<file path="src/inc/txmi_pkg.sv">
package txmi_pkg;
    // Register addresses on the plain register port
    localparam logic [3:0] ADDR_CFG = 4'h1;
    localparam logic [3:0] ADDR_STAT_BITS = 4'h2;
    localparam logic [3:0] ADDR_INT_STATUS = 4'h3;
    localparam logic [3:0] ADDR_INT_MASK = 4'h4;
    localparam logic [3:0] ADDR_LAST_WORD = 4'h5;
    // Configuration and status bit positions
    localparam int CFG_BCAST_SEL = 3;
    localparam int STAT_GLOBAL_BUSY = 0;
    // Reset values
    localparam logic [15:0] CFG_RESET = 16'h0000;
    localparam logic [15:0] STAT_RESET = 16'h0000;
    localparam logic [3:0] INT_RESET = 4'h0;
    // Interrupt event bit positions
    localparam int INT_DONE = 0;
    localparam int INT_MSG_ERR = 1;
    localparam int INT_BUSY = 2;
    localparam int INT_ILLEGAL = 3;
    localparam int INT_WIDTH = 4;
    // Message information word field positions
    localparam int MI_GAP_OR_BROADCAST_FLAG = 13;
    localparam int MI_WC_ERR = 12;
    localparam int MI_MSG_ERR = 10;
    localparam int MI_BUSY = 9;
    localparam int MI_ILLEGAL = 8;
    localparam int MI_TERMINAL_TO_TERMINAL_FLAG = 6;
    localparam int MI_BUS = 5;
    localparam int MI_WC_HI = 4;
    localparam logic [15:0] MI_UNUSED_MASK = 16'hc880;
    localparam int PTR_WIDTH = 15;

    typedef enum logic [1:0] {TXMI_IDLE, TXMI_ACTIVE, TXMI_WAIT} txmi_state_t;
    typedef enum logic {TXMI_WR_IDLE, TXMI_WR_TAG} txmi_wr_state_t;

    // Packs the transmit message information word
    function automatic logic [15:0] txmi_pack(
        input logic bcast_sel,
        input logic gap,
        input logic bcast,
        input logic wc_err,
        input logic busy,
        input logic illegal,
        input logic terminal_to_terminal_flag_ok,
        input logic bus_b,
        input logic [4:0] wcount
    );
        logic [15:0] w;
        w = 16'h0000; // RULE_14
        w[MI_GAP_OR_BROADCAST_FLAG] = bcast_sel ? bcast : gap;
        w[MI_WC_ERR] = wc_err;
        w[MI_MSG_ERR] = wc_err | gap;
        w[MI_BUSY] = busy;
        w[MI_ILLEGAL] = illegal;
        w[MI_TERMINAL_TO_TERMINAL_FLAG] = terminal_to_terminal_flag_ok & ~(wc_err | gap);
        w[MI_BUS] = bus_b;
        w[MI_WC_HI:0] = wcount;
        return w;
    endfunction : txmi_pack
endpackage : txmi_pkg

</file>
<file path="src/verilog/txmi_assembler.sv">
// Functional notes
// [RULE_01] With the select bit clear, bit 13 flags bus activity right after the transmit command.
// [RULE_02] With the select bit set, bit 13 instead flags a broadcast message.
// [RULE_03] Bit 12 flags data words arriving with the transmit command.
// [RULE_04] Bit 10 is set whenever the bit 12 or bit 13 error condition arose.
// [RULE_05] Bit 9 flags a busy answer, and then no data words are sent.
// [RULE_06] Busy comes from the global busy bit or the per-command busy bit.
// [RULE_07] Bit 8 is set when the illegalization entry for the command is one.
// [RULE_08] The host keeps the illegalization table zero unless it wants illegal detection.
// [RULE_09] Bit 6 flags an RT-to-RT transfer that finished without error.
// [RULE_10] Bit 5 gives the bus, zero for A and one for B.
// [RULE_11] Bits 4 to 0 carry the command word count, zero meaning thirty-two.
// [RULE_12] The info word goes to the first reserved word and the time tag to the next.
// [RULE_13] The data pointer addresses the info word, not the first data word.
// [RULE_14] Bits 15, 14, 11 and 7 of the word are written as zero.
//
// Decided for this implementation: strobed register access and the placing of the registers.
`timescale 1ns/10ps
`default_nettype none
module txmi_assembler (
    input wire logic ref_clk,
    input wire logic rst,
    input wire logic [3:0] reg_addr,
    input wire logic [15:0] reg_wdata,
    input wire logic reg_wr,
    input wire logic reg_rd,
    input wire logic msg_start,
    input wire logic msg_end,
    input wire logic [15:0] cmd_word,
    input wire logic bus_identifier,
    input wire logic cmd_broadcast,
    input wire logic per_command_busy,
    input wire logic illegal_entry,
    input wire logic terminal_to_terminal,
    input wire logic terminal_to_terminal_flag_error,
    input wire logic gap_activity,
    input wire logic extra_data,
    input wire logic [14:0] data_ptr,
    input wire logic [15:0] time_tag,
    output logic [15:0] reg_rdata_q,
    output logic irq_q,
    output logic [14:0] ram_addr_q,
    output logic [15:0] ram_wdata_q,
    output logic ram_we_q,
    output logic resp_busy_q,
    output logic data_tx_en_q
);
    txmi_pkg::txmi_state_t state_q, state_d;
    logic [15:0] cfg_q, cfg_d;
    logic [15:0] stat_q, stat_d;
    logic [15:0] reg_rdata_d;
    logic [15:0] info_q, info_d;
    logic [15:0] tag_q, tag_d;
    logic [14:0] ptr_q, ptr_d;
    logic [4:0] wcount_q, wcount_d;
    logic gap_q, gap_d;
    logic wcerr_q, wcerr_d;
    logic bcast_q, bcast_d;
    logic bus_q, bus_d;
    logic illegal_q, illegal_d;
    logic terminal_to_terminal_flag_q, terminal_to_terminal_flag_d;
    logic terminal_to_terminal_flag_err_q, terminal_to_terminal_flag_err_d;
    logic resp_busy_d;
    logic data_tx_en_d;
    logic wr_go_q, wr_go_d;
    logic wr_busy;
    logic [3:0] int_status;
    logic [3:0] int_mask;
    logic [3:0] int_events;
    logic int_clr_wr;
    logic int_mask_wr;

    // Software registers written from the register port
    always_comb begin
        cfg_d = cfg_q;
        stat_d = stat_q;
        if (reg_wr && reg_addr == txmi_pkg::ADDR_CFG) begin
            cfg_d = reg_wdata;
        end
        if (reg_wr && reg_addr == txmi_pkg::ADDR_STAT_BITS) begin
            stat_d = reg_wdata;
        end
    end

    // Read data one cycle after the strobe, unmapped reads zero
    always_comb begin
        reg_rdata_d = 16'h0000;
        if (reg_rd) begin
            unique case (reg_addr)
                txmi_pkg::ADDR_CFG: reg_rdata_d = cfg_q;
                txmi_pkg::ADDR_STAT_BITS: reg_rdata_d = stat_q;
                txmi_pkg::ADDR_INT_STATUS: reg_rdata_d = {12'h000, int_status};
                txmi_pkg::ADDR_INT_MASK: reg_rdata_d = {12'h000, int_mask};
                txmi_pkg::ADDR_LAST_WORD: reg_rdata_d = info_q;
                default: reg_rdata_d = 16'h0000;
            endcase
        end
    end

    // Register port flops
    always_ff @(posedge ref_clk) begin
        if (rst) begin
            cfg_q <= txmi_pkg::CFG_RESET;
            stat_q <= txmi_pkg::STAT_RESET;
            reg_rdata_q <= 16'h0000;
        end else begin
            cfg_q <= cfg_d;
            stat_q <= stat_d;
            reg_rdata_q <= reg_rdata_d;
        end
    end

    // Message sequence and flag collection
    always_comb begin
        state_d = state_q;
        info_d = info_q;
        tag_d = tag_q;
        ptr_d = ptr_q;
        wcount_d = wcount_q;
        gap_d = gap_q;
        wcerr_d = wcerr_q;
        bcast_d = bcast_q;
        bus_d = bus_q;
        illegal_d = illegal_q;
        terminal_to_terminal_flag_d = terminal_to_terminal_flag_q;
        terminal_to_terminal_flag_err_d = terminal_to_terminal_flag_err_q;
        resp_busy_d = resp_busy_q;
        data_tx_en_d = 1'b0;
        wr_go_d = 1'b0;
        unique case (state_q)
            txmi_pkg::TXMI_IDLE: begin
                if (msg_start) begin
                    state_d = txmi_pkg::TXMI_ACTIVE;
                    ptr_d = data_ptr; // RULE_13
                    wcount_d = cmd_word[4:0]; // RULE_11
                    bcast_d = cmd_broadcast; // RULE_02
                    bus_d = bus_identifier; // RULE_10
                    illegal_d = illegal_entry; // RULE_07
                    terminal_to_terminal_flag_d = terminal_to_terminal;
                    terminal_to_terminal_flag_err_d = 1'b0;
                    gap_d = 1'b0;
                    wcerr_d = 1'b0;
                    resp_busy_d = stat_q[txmi_pkg::STAT_GLOBAL_BUSY] | per_command_busy; // RULE_06
                    data_tx_en_d = ~resp_busy_d; // RULE_05
                end
            end
            txmi_pkg::TXMI_ACTIVE: begin
                data_tx_en_d = ~resp_busy_q; // RULE_05
                gap_d = gap_q | gap_activity; // RULE_01
                wcerr_d = wcerr_q | extra_data; // RULE_03
                terminal_to_terminal_flag_err_d = terminal_to_terminal_flag_err_q | terminal_to_terminal_flag_error; // RULE_09
                if (msg_end) begin
                    state_d = txmi_pkg::TXMI_WAIT;
                    data_tx_en_d = 1'b0;
                    info_d = txmi_pkg::txmi_pack(cfg_q[txmi_pkg::CFG_BCAST_SEL], gap_d, bcast_q,
                        wcerr_d, resp_busy_q, illegal_q, terminal_to_terminal_flag_q & ~terminal_to_terminal_flag_err_d, bus_q, wcount_q); // RULE_04
                    tag_d = time_tag;
                    wr_go_d = 1'b1; // RULE_12
                end
            end
            txmi_pkg::TXMI_WAIT: begin
                resp_busy_d = 1'b0;
                if (!wr_go_q && !wr_busy) begin
                    state_d = txmi_pkg::TXMI_IDLE;
                end
            end
        endcase
    end

    // Message state flops
    always_ff @(posedge ref_clk) begin
        if (rst) begin
            state_q <= txmi_pkg::TXMI_IDLE;
            info_q <= 16'h0000;
            tag_q <= 16'h0000;
            ptr_q <= 15'h0000;
            wcount_q <= 5'h00;
            gap_q <= 1'b0;
            wcerr_q <= 1'b0;
            bcast_q <= 1'b0;
            bus_q <= 1'b0;
            illegal_q <= 1'b0;
            terminal_to_terminal_flag_q <= 1'b0;
            terminal_to_terminal_flag_err_q <= 1'b0;
            resp_busy_q <= 1'b0;
            data_tx_en_q <= 1'b0;
            wr_go_q <= 1'b0;
        end else begin
            state_q <= state_d;
            info_q <= info_d;
            tag_q <= tag_d;
            ptr_q <= ptr_d;
            wcount_q <= wcount_d;
            gap_q <= gap_d;
            wcerr_q <= wcerr_d;
            bcast_q <= bcast_d;
            bus_q <= bus_d;
            illegal_q <= illegal_d;
            terminal_to_terminal_flag_q <= terminal_to_terminal_flag_d;
            terminal_to_terminal_flag_err_q <= terminal_to_terminal_flag_err_d;
            resp_busy_q <= resp_busy_d;
            data_tx_en_q <= data_tx_en_d;
            wr_go_q <= wr_go_d;
        end
    end

    // Shared RAM writes of info word and time tag
    txmi_ram_writer u_writer (
        .ref_clk(ref_clk),
        .rst(rst),
        .go(wr_go_q),
        .base_ptr(ptr_q),
        .info_word(info_q),
        .tag_word(tag_q),
        .ram_addr_q(ram_addr_q),
        .ram_wdata_q(ram_wdata_q),
        .ram_we_q(ram_we_q),
        .busy(wr_busy)
    );

    // Interrupt events raised when the word is launched
    always_comb begin
        int_events = 4'h0;
        int_events[txmi_pkg::INT_DONE] = wr_go_q;
        int_events[txmi_pkg::INT_MSG_ERR] = wr_go_q & info_q[txmi_pkg::MI_MSG_ERR];
        int_events[txmi_pkg::INT_BUSY] = wr_go_q & info_q[txmi_pkg::MI_BUSY];
        int_events[txmi_pkg::INT_ILLEGAL] = wr_go_q & info_q[txmi_pkg::MI_ILLEGAL];
        int_clr_wr = reg_wr && reg_addr == txmi_pkg::ADDR_INT_STATUS;
        int_mask_wr = reg_wr && reg_addr == txmi_pkg::ADDR_INT_MASK;
    end

    txmi_int_ctrl u_int (
        .ref_clk(ref_clk),
        .rst(rst),
        .events(int_events),
        .clr_wr(int_clr_wr),
        .mask_wr(int_mask_wr),
        .wdata(reg_wdata[3:0]),
        .status_q(int_status),
        .mask_q(int_mask),
        .irq_q(irq_q)
    );
endmodule : txmi_assembler
`default_nettype wire

</file>
<file path="src/verilog/txmi_ram_writer.sv">
`timescale 1ns/10ps
`default_nettype none
module txmi_ram_writer (
    input wire logic ref_clk,
    input wire logic rst,
    input wire logic go,
    input wire logic [14:0] base_ptr,
    input wire logic [15:0] info_word,
    input wire logic [15:0] tag_word,
    output logic [14:0] ram_addr_q,
    output logic [15:0] ram_wdata_q,
    output logic ram_we_q,
    output logic busy
);
    txmi_pkg::txmi_wr_state_t state_q, state_d;
    logic [14:0] ram_addr_d;
    logic [15:0] ram_wdata_d;
    logic ram_we_d;

    // Info word at the pointer, time tag one location above
    always_comb begin
        state_d = state_q;
        ram_addr_d = ram_addr_q;
        ram_wdata_d = ram_wdata_q;
        ram_we_d = 1'b0;
        unique case (state_q)
            txmi_pkg::TXMI_WR_IDLE: begin
                if (go) begin
                    ram_addr_d = base_ptr; // RULE_13
                    ram_wdata_d = info_word;
                    ram_we_d = 1'b1;
                    state_d = txmi_pkg::TXMI_WR_TAG;
                end
            end
            txmi_pkg::TXMI_WR_TAG: begin
                ram_addr_d = 15'(base_ptr + 15'h0001); // RULE_12
                ram_wdata_d = tag_word;
                ram_we_d = 1'b1;
                state_d = txmi_pkg::TXMI_WR_IDLE;
            end
        endcase
    end

    // State and write port registers
    always_ff @(posedge ref_clk) begin
        if (rst) begin
            state_q <= txmi_pkg::TXMI_WR_IDLE;
            ram_addr_q <= 15'h0000;
            ram_wdata_q <= 16'h0000;
            ram_we_q <= 1'b0;
        end else begin
            state_q <= state_d;
            ram_addr_q <= ram_addr_d;
            ram_wdata_q <= ram_wdata_d;
            ram_we_q <= ram_we_d;
        end
    end

    assign busy = (state_q != txmi_pkg::TXMI_WR_IDLE);
endmodule : txmi_ram_writer
`default_nettype wire

</file>
<file path="src/verilog/txmi_int_ctrl.sv">
`timescale 1ns/10ps
`default_nettype none
module txmi_int_ctrl (
    input wire logic ref_clk,
    input wire logic rst,
    input wire logic [3:0] events,
    input wire logic clr_wr,
    input wire logic mask_wr,
    input wire logic [3:0] wdata,
    output logic [3:0] status_q,
    output logic [3:0] mask_q,
    output logic irq_q
);
    logic [3:0] status_d;
    logic [3:0] mask_d;
    logic irq_d;

    // Sticky status, write one to clear, a new event wins
    always_comb begin
        status_d = status_q;
        if (clr_wr) begin
            status_d = status_q & ~wdata;
        end
        status_d = status_d | events;
        mask_d = mask_wr ? wdata : mask_q;
        irq_d = |(status_d & mask_d);
    end

    // Status, mask and interrupt line
    always_ff @(posedge ref_clk) begin
        if (rst) begin
            status_q <= txmi_pkg::INT_RESET;
            mask_q <= txmi_pkg::INT_RESET;
            irq_q <= 1'b0;
        end else begin
            status_q <= status_d;
            mask_q <= mask_d;
            irq_q <= irq_d;
        end
    end
endmodule : txmi_int_ctrl
`default_nettype wire

</file>
<file path="config.mk">
export PLATFORM = sky130hd
export DESIGN_NAME = txmi_assembler
export DESIGN_NICKNAME = d
export VERILOG_FILES = /design/src/inc/txmi_pkg.sv /design/src/verilog/txmi_assembler.sv /design/src/verilog/txmi_ram_writer.sv /design/src/verilog/txmi_int_ctrl.sv
export SDC_FILE = /design/constraint.sdc
export NUM_CORES = 1
export LEC_CHECK = 0
export ABC_AREA = 1
export BUFFER_PORTS_ARGS = -buffer_cell sky130_fd_sc_hd__buf_2
export CAP_MARGIN = 20
export CELL_PAD_IN_SITES_DETAIL_PLACEMENT = 0
export CELL_PAD_IN_SITES_GLOBAL_PLACEMENT = 2
export CORE_ASPECT_RATIO = 0.6
export CORE_UTILIZATION = 30
export DETAILED_ROUTE_END_ITERATION = 10
export PLACE_DENSITY_LB_ADDON = 0.1
export SLEW_MARGIN = 15
export SYNTH_ARGS = -nofsm -noshare
export SYNTH_HDL_FRONTEND = slang
export SYNTH_SLANG_ARGS = --single-unit
</file>
<file path="constraint.sdc">
create_clock -name ref_clk -period 1.8 [get_ports ref_clk]
set_input_delay 0.54 -clock ref_clk [delete_from_list [all_inputs] [get_ports ref_clk]]
set_output_delay 0.54 -clock ref_clk [all_outputs]
set_load 0.02 [all_outputs]
</file>
# ---- After elaboration in Yosys (flattened, before gate mapping)
# Index checks and enable logic that the tools add are counted.
dict set report op_classes {
  add_sub_neg 1
  eq_ne 11
  muxes 25
  bitwise 21
  n_reduce_logical 18
}
# cell n
set ops {}
lappend ops {{$pmux 16 s5} 1}
lappend ops {{$pmux 16 s2} 1}
lappend ops {{$pmux 15 s2} 1}
lappend ops {{$mux 16} 1}
lappend ops {{$add 15x1->15 const B} 1}
lappend ops {{$mux 15} 1}
lappend ops {{$pmux 1 s2} 7}
lappend ops {{$and 4x4->4} 2}
lappend ops {{$eq 4x2->1 const B} 2}
lappend ops {{$eq 4x3->1 const B} 2}
lappend ops {{$mux 4} 2}
lappend ops {{$ne 2x2->1 const B} 4}
lappend ops {{$reduce_and 2->1} 4}
lappend ops {{$mux 1} 7}
lappend ops {{$not 1->1} 7}
lappend ops {{$mux 2} 3}
lappend ops {{$pmux 2 s3} 1}
lappend ops {{$and 1x1->1} 5}
lappend ops {{$logic_and 1x1->1} 5}
lappend ops {{$or 1x1->1} 5}
lappend ops {{$eq 4x1->1 const B} 1}
lappend ops {{$not 4->4} 1}
lappend ops {{$or 4x4->4} 1}
lappend ops {{$reduce_bool 2->1} 2}
lappend ops {{other kinds (7)} 9}
dict set report word_totals {
  register_bits 150
  inputBits 81
  out_inout_bits 51
}

# ---- Depth between registers and ports, before layout
# Gate-level depths: netlist of the first run.
dict set report logic_depth {
  ltp_word 6
  depth_mapped 9
}

# ---- Cells and area by module
# From an unflattened synthesis of the first run, not the netlist that was laid out.
dict set report unflattened {
  cells_unflattened 878
  hier_area_um2 6422.4
}
# mod n_inst cells_per_inst area_each_um2 seq_area_each_um2
set by_module_without_submodules {}
lappend by_module_without_submodules {txmi_assembler 1 563 4280.4 2162.1}
lappend by_module_without_submodules {txmi_ram_writer 1 260 1779.2 660.6}
lappend by_module_without_submodules {txmi_int_ctrl 1 55 362.8 180.2}

# ---- Worst setup path before layout of the first run
# OpenSTA, ideal clock, no wires.
dict set report synth_path {
  path_kind {in2reg}
  from {input port reg_addr[3]}
  to {register stat_q[10]}
  arrival_ps 1333
  setup_slack_ps 347
  stages 7
  path_buffers 1
  path_cell_list {nor2_4 -> nand3_2 -> inv_4 -> nand2_4 -> buf_6 -> o21ai_0 -> a21oi_1}
}
dict set report synth_between {
  elab_chain_len 2
}
# element line
set synth_lines {}
lappend synth_lines {{from (decl)} txmi_assembler.sv:23} ;# input wire logic [3:0] reg_addr,
lappend synth_lines {{$eq 4x2->1} txmi_assembler.sv:80} ;# if (reg_wr && reg_addr == txmi_pkg::ADDR_STAT_BITS) begin
lappend synth_lines {{$logic_and 1x1->1} txmi_assembler.sv:80}
lappend synth_lines {{to (signal assigned)} txmi_assembler.sv:104} ;# stat_q <= txmi_pkg::STAT_RESET;
lappend synth_lines {{to (signal assigned)} txmi_assembler.sv:108} ;# stat_q <= stat_d;
lappend synth_lines {{to (decl)} txmi_assembler.sv:50} ;# logic [15:0] stat_q, stat_d;
# Every way passes these cells.
# A chain may end at the register's enable or synchronous reset.

# ---- Worst setup path after layout of the first run
dict set report layout_path {
  from {register ptr_q[1]}
  to {register u_writer.ram_addr_q[14]}
}
dict set report layout_between {
  elab_chain_len 2
}
# element line
set layout_lines {}
lappend layout_lines {{from (decl)} txmi_assembler.sv:54} ;# logic [14:0] ptr_q, ptr_d;
lappend layout_lines {{from (signal assigned)} txmi_assembler.sv:192} ;# ptr_q <= ptr_d;
lappend layout_lines {{$add 15x1->15} txmi_ram_writer.sv:36} ;# ram_addr_d = 15'(base_ptr + 15'h0001);
lappend layout_lines {{$pmux 15 s2} txmi_ram_writer.sv:26} ;# unique case (state_q)
lappend layout_lines {{to (signal assigned)} txmi_ram_writer.sv:53} ;# ram_addr_q <= ram_addr_d;
lappend layout_lines {{to (decl)} txmi_ram_writer.sv:10} ;# output logic [14:0] ram_addr_q,
# Every way passes these cells.

==> results.yml, run 1 <==
sta:
  report.final.slew_viol_count: 0
  holdWs_ns: 0.370
  fmax_mhz: 616
  min_period_ns: 1.62
  timing.final.crit_share: 0.902
  hold_viol: 0
  finalSetupTns_ns: 0
  setup_viol: 0
  rsz0062_at_grt: "false"
  relSlewSlack: 0.747
  tightest_slew_ns: 0.380
  clock_skew_ns: 0.0106
logic_synthesis:
  syn_area_mm2: 0.00609
  synth_top_family_by_area: "simple AND/OR/NAND/NOR gates"
  yosys.area_share.xor_xnor: 0.00288
  synth-adder-area-share: 0.0103
  synth-simple-area-share: 0.239
  synth.net_count: 911
  yosys_warnings: 0
  yosysTopAreaCellShare: 0.493
  synthMuxAreaShare: 0
  yosys.area.top_type: "dfxtp_1"
  synth-edff-count: 0
  synth_area_leaders: "dfxtp_1, nand2_1, nor2_1, o21ai_0, inv_1"
  yosys-top-cells-count: "dfxtp_1, nand2_1, nor2_1"
  synth_seq_cells: 150
  synth_cell_types: 35
  synth_cells: 825
  ys_seq_area_frac: 0.493
  avgSynthCellArea_um2: 7.38
  synth_compound_area_frac: 0.165
  synthFlopType: "dfxtp_1"
  synthArstFlopShare: 0
route:
  vias_per_cell: 4.57
  detail_route.drc_violations: 0
  ant_nets: 0
  totalWireLength_um: 18200
  avgRoutedWirePerCell_um: 14.8
  num_vias: 5641
  drt_iter0_markers: 311
  drtPass1Iterations: 5
final_layout:
  finish.utilization: 0.397
  finalInstanceArea_mm2: 0.00771
  diodes: 0
  nFillCells: 2104
  drive_above_1_share: 0.207
  syn2layout_area_growth_pct: 26.7
  nets: 1041
  seqCellArea_mm2: 0.00300
  multi_input_area_mm2: 0.00254
critical_path:
  worstPathArrival_ns: 1.93
  cp-end-kind: "flop"
  rr_endpoint: "u_writer.ram_addr_q[14]"
  path_class: "reg2reg"
  rrSetupSlack_ns: 0.18
  path_max_fanout: 4
  r2r-start: "ptr_q[1]"
  cp-start-kind: "flop"
  required_ns: 2.10
  reg2reg_depth: 8
power_and_ir_drop:
  power.density_mw_per_mm2: 1260
  p_leak_nw: 3.44
  ir_worst_vdd_uv: 647
global_route:
  grt.total_usage: 0.183
  grt_max_degree: 45
  grt-ovfl-total: 0
  grt_pass1_wl_um: 28700
  grt_pass1_vias: 5407
  antenna_found_initial: 0
floorplanning:
  fp.coreArea_mm2: 0.0194
  rows: 39
  start_util: 0.313
  die_y_um: 112
  dieArea_mm2: 0.0209
  ios: 132
  die_w_um: 186
worst_hold_path:
  hold-path-cell-count: 3
  worstHoldStart: "data_ptr[11]"
  min_to: "ptr_q[11]"
  hold_class: "in2reg"
clock_tree:
  cts_made_buffers: 17
  postCtsSetupBuffers: 0
  cts_tree: "done"
  cts_max_level: 4
  clk_pin_slew_worst_paths_ns: 0.07
  cts_max_path_buffers: 2
  postCtsHoldBufs: 0
  post_cts_resized: 0
  cts_sinks: 150
  cts_root_buffer: "clkbuf_16"
  clk-insertion-delay-late_ns: 0.42
placement:
  dp_hpwl_um: 13600
  portBuffers: 120
  gp_congestion: 0.783
  postPlaceCellArea_mm2: 0.00708
status:
  status: "finished clean"
job:
  max_cap_violations: 0
[layer usage]
layer	part of all wire	vias up	global-route usage
met5	0	-	0
met2	0.39	127	0.249
met4	0.0079	0	0.0514
met1	0.54	2585	0.278
met3	0.058	11	0.0464
li1	-	2918	-
[logic make-up after synthesis]
group,count (synthesis)
buf+inv,135
compound gates,187
simple gates,346
flops,150
fa+ha+maj,5
xor+xnor,2
[how the worst max path moves through the flow]
stage	from	endpoint	slack, ns	cells past startpoint
4_1_cts	ptr_q[1]	u_writer.ram_addr_q[14]	0.17	9
5_1_grt	ptr_q[1]	u_writer.ram_addr_q[14]	0.002	9
3_3_place_gp	reg_addr[1]	u_int.irq_q	0.02	10
3_5_place_dp	reg_addr[1]	u_int.irq_q	0.05	10
2_1_floorplan	reg_addr[3]	stat_q[10]	0.35	7
6_report	ptr_q[1]	u_writer.ram_addr_q[14]	0.18	8
[flip-flops by register name, summed over array words and instances (netlist names), 12 cells and up]
signal,count
reg_rdata_q,16
info_q,12
cfg_q,16
stat_q,16
tag_q,16
ptr_q,15
u_writer.ram_wdata_q,16
u_writer.ram_addr_q,15
[critical path, stage by stage, from the launching register on]
cell and delay [ns]:
dfxtp_1 0.38, ha_1 0.21, nand3_2 0.11, nor2_2 0.19
nand2_1 0.11, nor2_1 0.24, nand3_1 0.11, nand2_1 0.08
a21oi_1 0.05
[where the power goes]
| part | internal (mW) | switching, mW | total [mW] |
|---|---|---|---|
| sequential | 3.76 | 0.315 | 4.08 |
| combinational | 0.644 | 1.15 | 1.79 |
| clock | 2.40 | 1.43 | 3.83 |
| total | 6.81 | 2.89 | 9.70 |
[cell usage in the layout, fill, tap and decap left out, drive strengths merged]
| master | n |
|---|---|
| nand2 | 153 |
| dfxtp | 150 |
| buf | 149 |
| nor2 | 132 |
| o21ai | 96 |
| inv | 96 |
| a21oi | 62 |
| nand3 | 40 |
| clkbuf | 21 |
| nor3 | 11 |
| a31oi | 8 |
| o221ai | 7 |
| o211ai | 6 |
| clkinv | 6 |
| o22ai | 5 |
| ha | 5 |
| nand4 | 4 |
| bufinv | 4 |
| or2 | 4 |
| xor2 | 2 |
| a211oi | 2 |
| clkinvlp | 2 |
| nand3b | 1 |
| a21o | 1 |
| nor4 | 1 |
[area by class of cell]
class                      count  share of cell area
clock buffer                  21              0.0597
inverter                      97              0.0479
sequential                   150               0.389
tap                          266              0.0432
timing repair buffer         149               0.108
clock inverter                11              0.0222
multi-input combinational    540               0.330
[per-stage QoR]
step           setup WS [ns]  power, mW  instances
3_5_place_dp          0.0536       5.96       1202
6_report               0.176       9.70       1234
2_1_floorplan          0.347       5.28        825
5_1_grt              0.00172       10.3       1234
4_1_cts                0.174       9.85       1234
3_3_place_gp          0.0248       5.92       1202
No activity file was read; power rests on OpenSTA's default activity.
==> inputs of run 2 (changes only) <==
- GPL_TIMING_DRIVEN: default -> 0
- PLACE_DENSITY: default -> 0.9
- PLACE_DENSITY_LB_ADDON: 0.1 -> default
==> run 2 against run 1 <==
Compared with the run above:
- global-route usage is 1.3 points higher
- via count grew 2.1%
- flip-flop and latch count unchanged
- clock power is 6.8% higher
- sequential share of layout area barely moved
- first-iteration DRC count up 28%
- utilization about the same
- combinational power is 2% higher
- clock-buffer cell count fell by 2
- largest cell class unchanged
- total power up 3.0%
==> results.yml, run 2 (synthesis gave the netlist of run 1 again) <==
status:
  status: "finished clean"
power_and_ir_drop:
  power.density_mw_per_mm2: 1300
  fin_total_pwr_mw: 9.99
  p_leak_nw: 3.40
  ir_worst_vdd_uv: 727
final_layout:
  syn2layout_area_growth_pct: 26.5
  seqCellArea_mm2: 0.00300
  nets: 1049
  finalInstanceArea_mm2: 0.00770
  final_cell_mix: "nand2_1, dfxtp_1, buf_2"
  diodes: 0
  nFillCells: 2154
  multi_input_area_mm2: 0.00255
  drive_above_1_share: 0.196
global_route:
  grt_max_degree: 17
  antenna_found_initial: 0
  grt_pass1_vias: 5349
  grt.total_usage: 0.196
  grt_pass1_wl_um: 30400
  grt-ovfl-total: 0
critical_path:
  critPathBufInv: 2
  rrSetupSlack_ns: 0.10
  crit_family: "simple AND/OR/NAND/NOR gates"
  worstPathArrival_ns: 2.05
  path_class: "reg2reg"
  cp-end-kind: "flop"
  cp_slowest_cell: "nor4_2"
  required_ns: 2.15
  path_max_fanout: 10
  path_cells: "inv_1, ha_1, nand2_1, clkbuf_2, nor4_2, nand3_1, a21oi_1"
  cp_slowest_stage_delay_ns: 0.36
  cp-start-kind: "flop"
sta:
  fmax_mhz: 589
  min_period_ns: 1.70
  rsz0062_at_grt: "true"
  tightest_slew_ns: 0.774
  setup_viol: 0
  hold_viol: 0
  clock_skew_ns: 0.00906
  timing.final.crit_share: 0.944
  report.final.slew_viol_count: 0
  relSlewSlack: 0.484
floorplanning:
  die_y_um: 112
  fp.coreArea_mm2: 0.0194
  dieArea_mm2: 0.0209
  die_w_um: 186
  rows: 39
  ios: 132
  start_util: 0.313
route:
  ant_nets: 0
  drt_iter0_markers: 399
  avgRoutedWirePerCell_um: 15.9
  detail_route.drc_violations: 0
  drtPass1Iterations: 5
  num_vias: 5758
  totalWireLength_um: 19700
  vias_per_cell: 4.64
clock_tree:
  cts_made_buffers: 17
  cts_root_buffer: "clkbuf_16"
  clk-insertion-delay-late_ns: 0.42
  cts_max_path_buffers: 2
  clk_pin_slew_worst_paths_ns: 0.06
  cts_max_level: 4
  cts_sinks: 150
  cts_tree: "done"
  postCtsSetupBuffers: 0
placement:
  gp_congestion: 0.822
  postPlaceCellArea_mm2: 0.00701
  portBuffers: 119
  dp_hpwl_um: 14700
job:
  max_cap_violations: 0
worst_hold_path:
  hold_class: "in2reg"
==> run 2: area by class of cell <==
| class | count | area share |
|---|---|---|
| clock buffers | 19 | 0.0575 |
| repair buffers | 119 | 0.0773 |
| inverters | 97 | 0.0479 |
| clock inverters | 13 | 0.0296 |
| plain buffers | 38 | 0.0232 |
| well taps | 266 | 0.0432 |
| flip-flops and latches | 150 | 0.390 |
| multi-input cells | 540 | 0.331 |
==> run 2: per-stage QoR <==
step | instances | setup slack [ns] | utilization | hold slack [ns] | TNS, ns
global route | 1242 | -0.00578 | 0.397 | 0.375 | -0.00578
global placement | 1210 | -0.351 | 0.361 | 0.440 | -11.11
CTS | 1242 | 0.0341 | 0.396 | 0.353 | 0
floorplan | 825 | 0.347 | - | 0.429 | 0
detailed placement | 1210 | -0.327 | 0.361 | 0.444 | -11.35
finish | 1242 | 0.101 | 0.397 | 0.367 | 0
==> run 2: final timing paths <==
kind               start   endpoint  cells after the start
min          time_tag[5]   tag_q[5]                      3
min reg2reg     cfg_q[5]   cfg_q[5]                      2
max           state_q[1]  info_q[6]                      7
max reg2reg   state_q[1]  info_q[6]                      7
==> run 2: tightest hold or removal path, delay by kind of cell <==
| kind | cells | cell delay (ns) |
|---|---|---|
| buf+inv | 1 | 0.07 |
| compound gates | 1 | 0.07 |
| simple gates | 1 | 0.08 |
==> run 2: power by group <==
part	switching, mW	internal, mW	leakage [nW]	total [mW]
Sequential	0.305	3.76	1.22	4.07
Clock	1.46	2.63	0.323	4.09
Combinational	1.23	0.604	1.86	1.83
==> run 2: per-layer routing <==
layer | up-vias | global-route usage | share of wire
met4 | 0 | 0.0437 | 0.0069
met3 | 11 | 0.0448 | 0.058
li1 | 2939 | - | -
met2 | 169 | 0.247 | 0.37
met5 | - | 0 | 0
met1 | 2639 | 0.323 | 0.56
==> run 2: what timing repair did <==
action	in CTS	in global routing
hold buffers	0	0
setup endpoints to repair	14	23
gates cloned	0	0
gates resized for setup	2	10
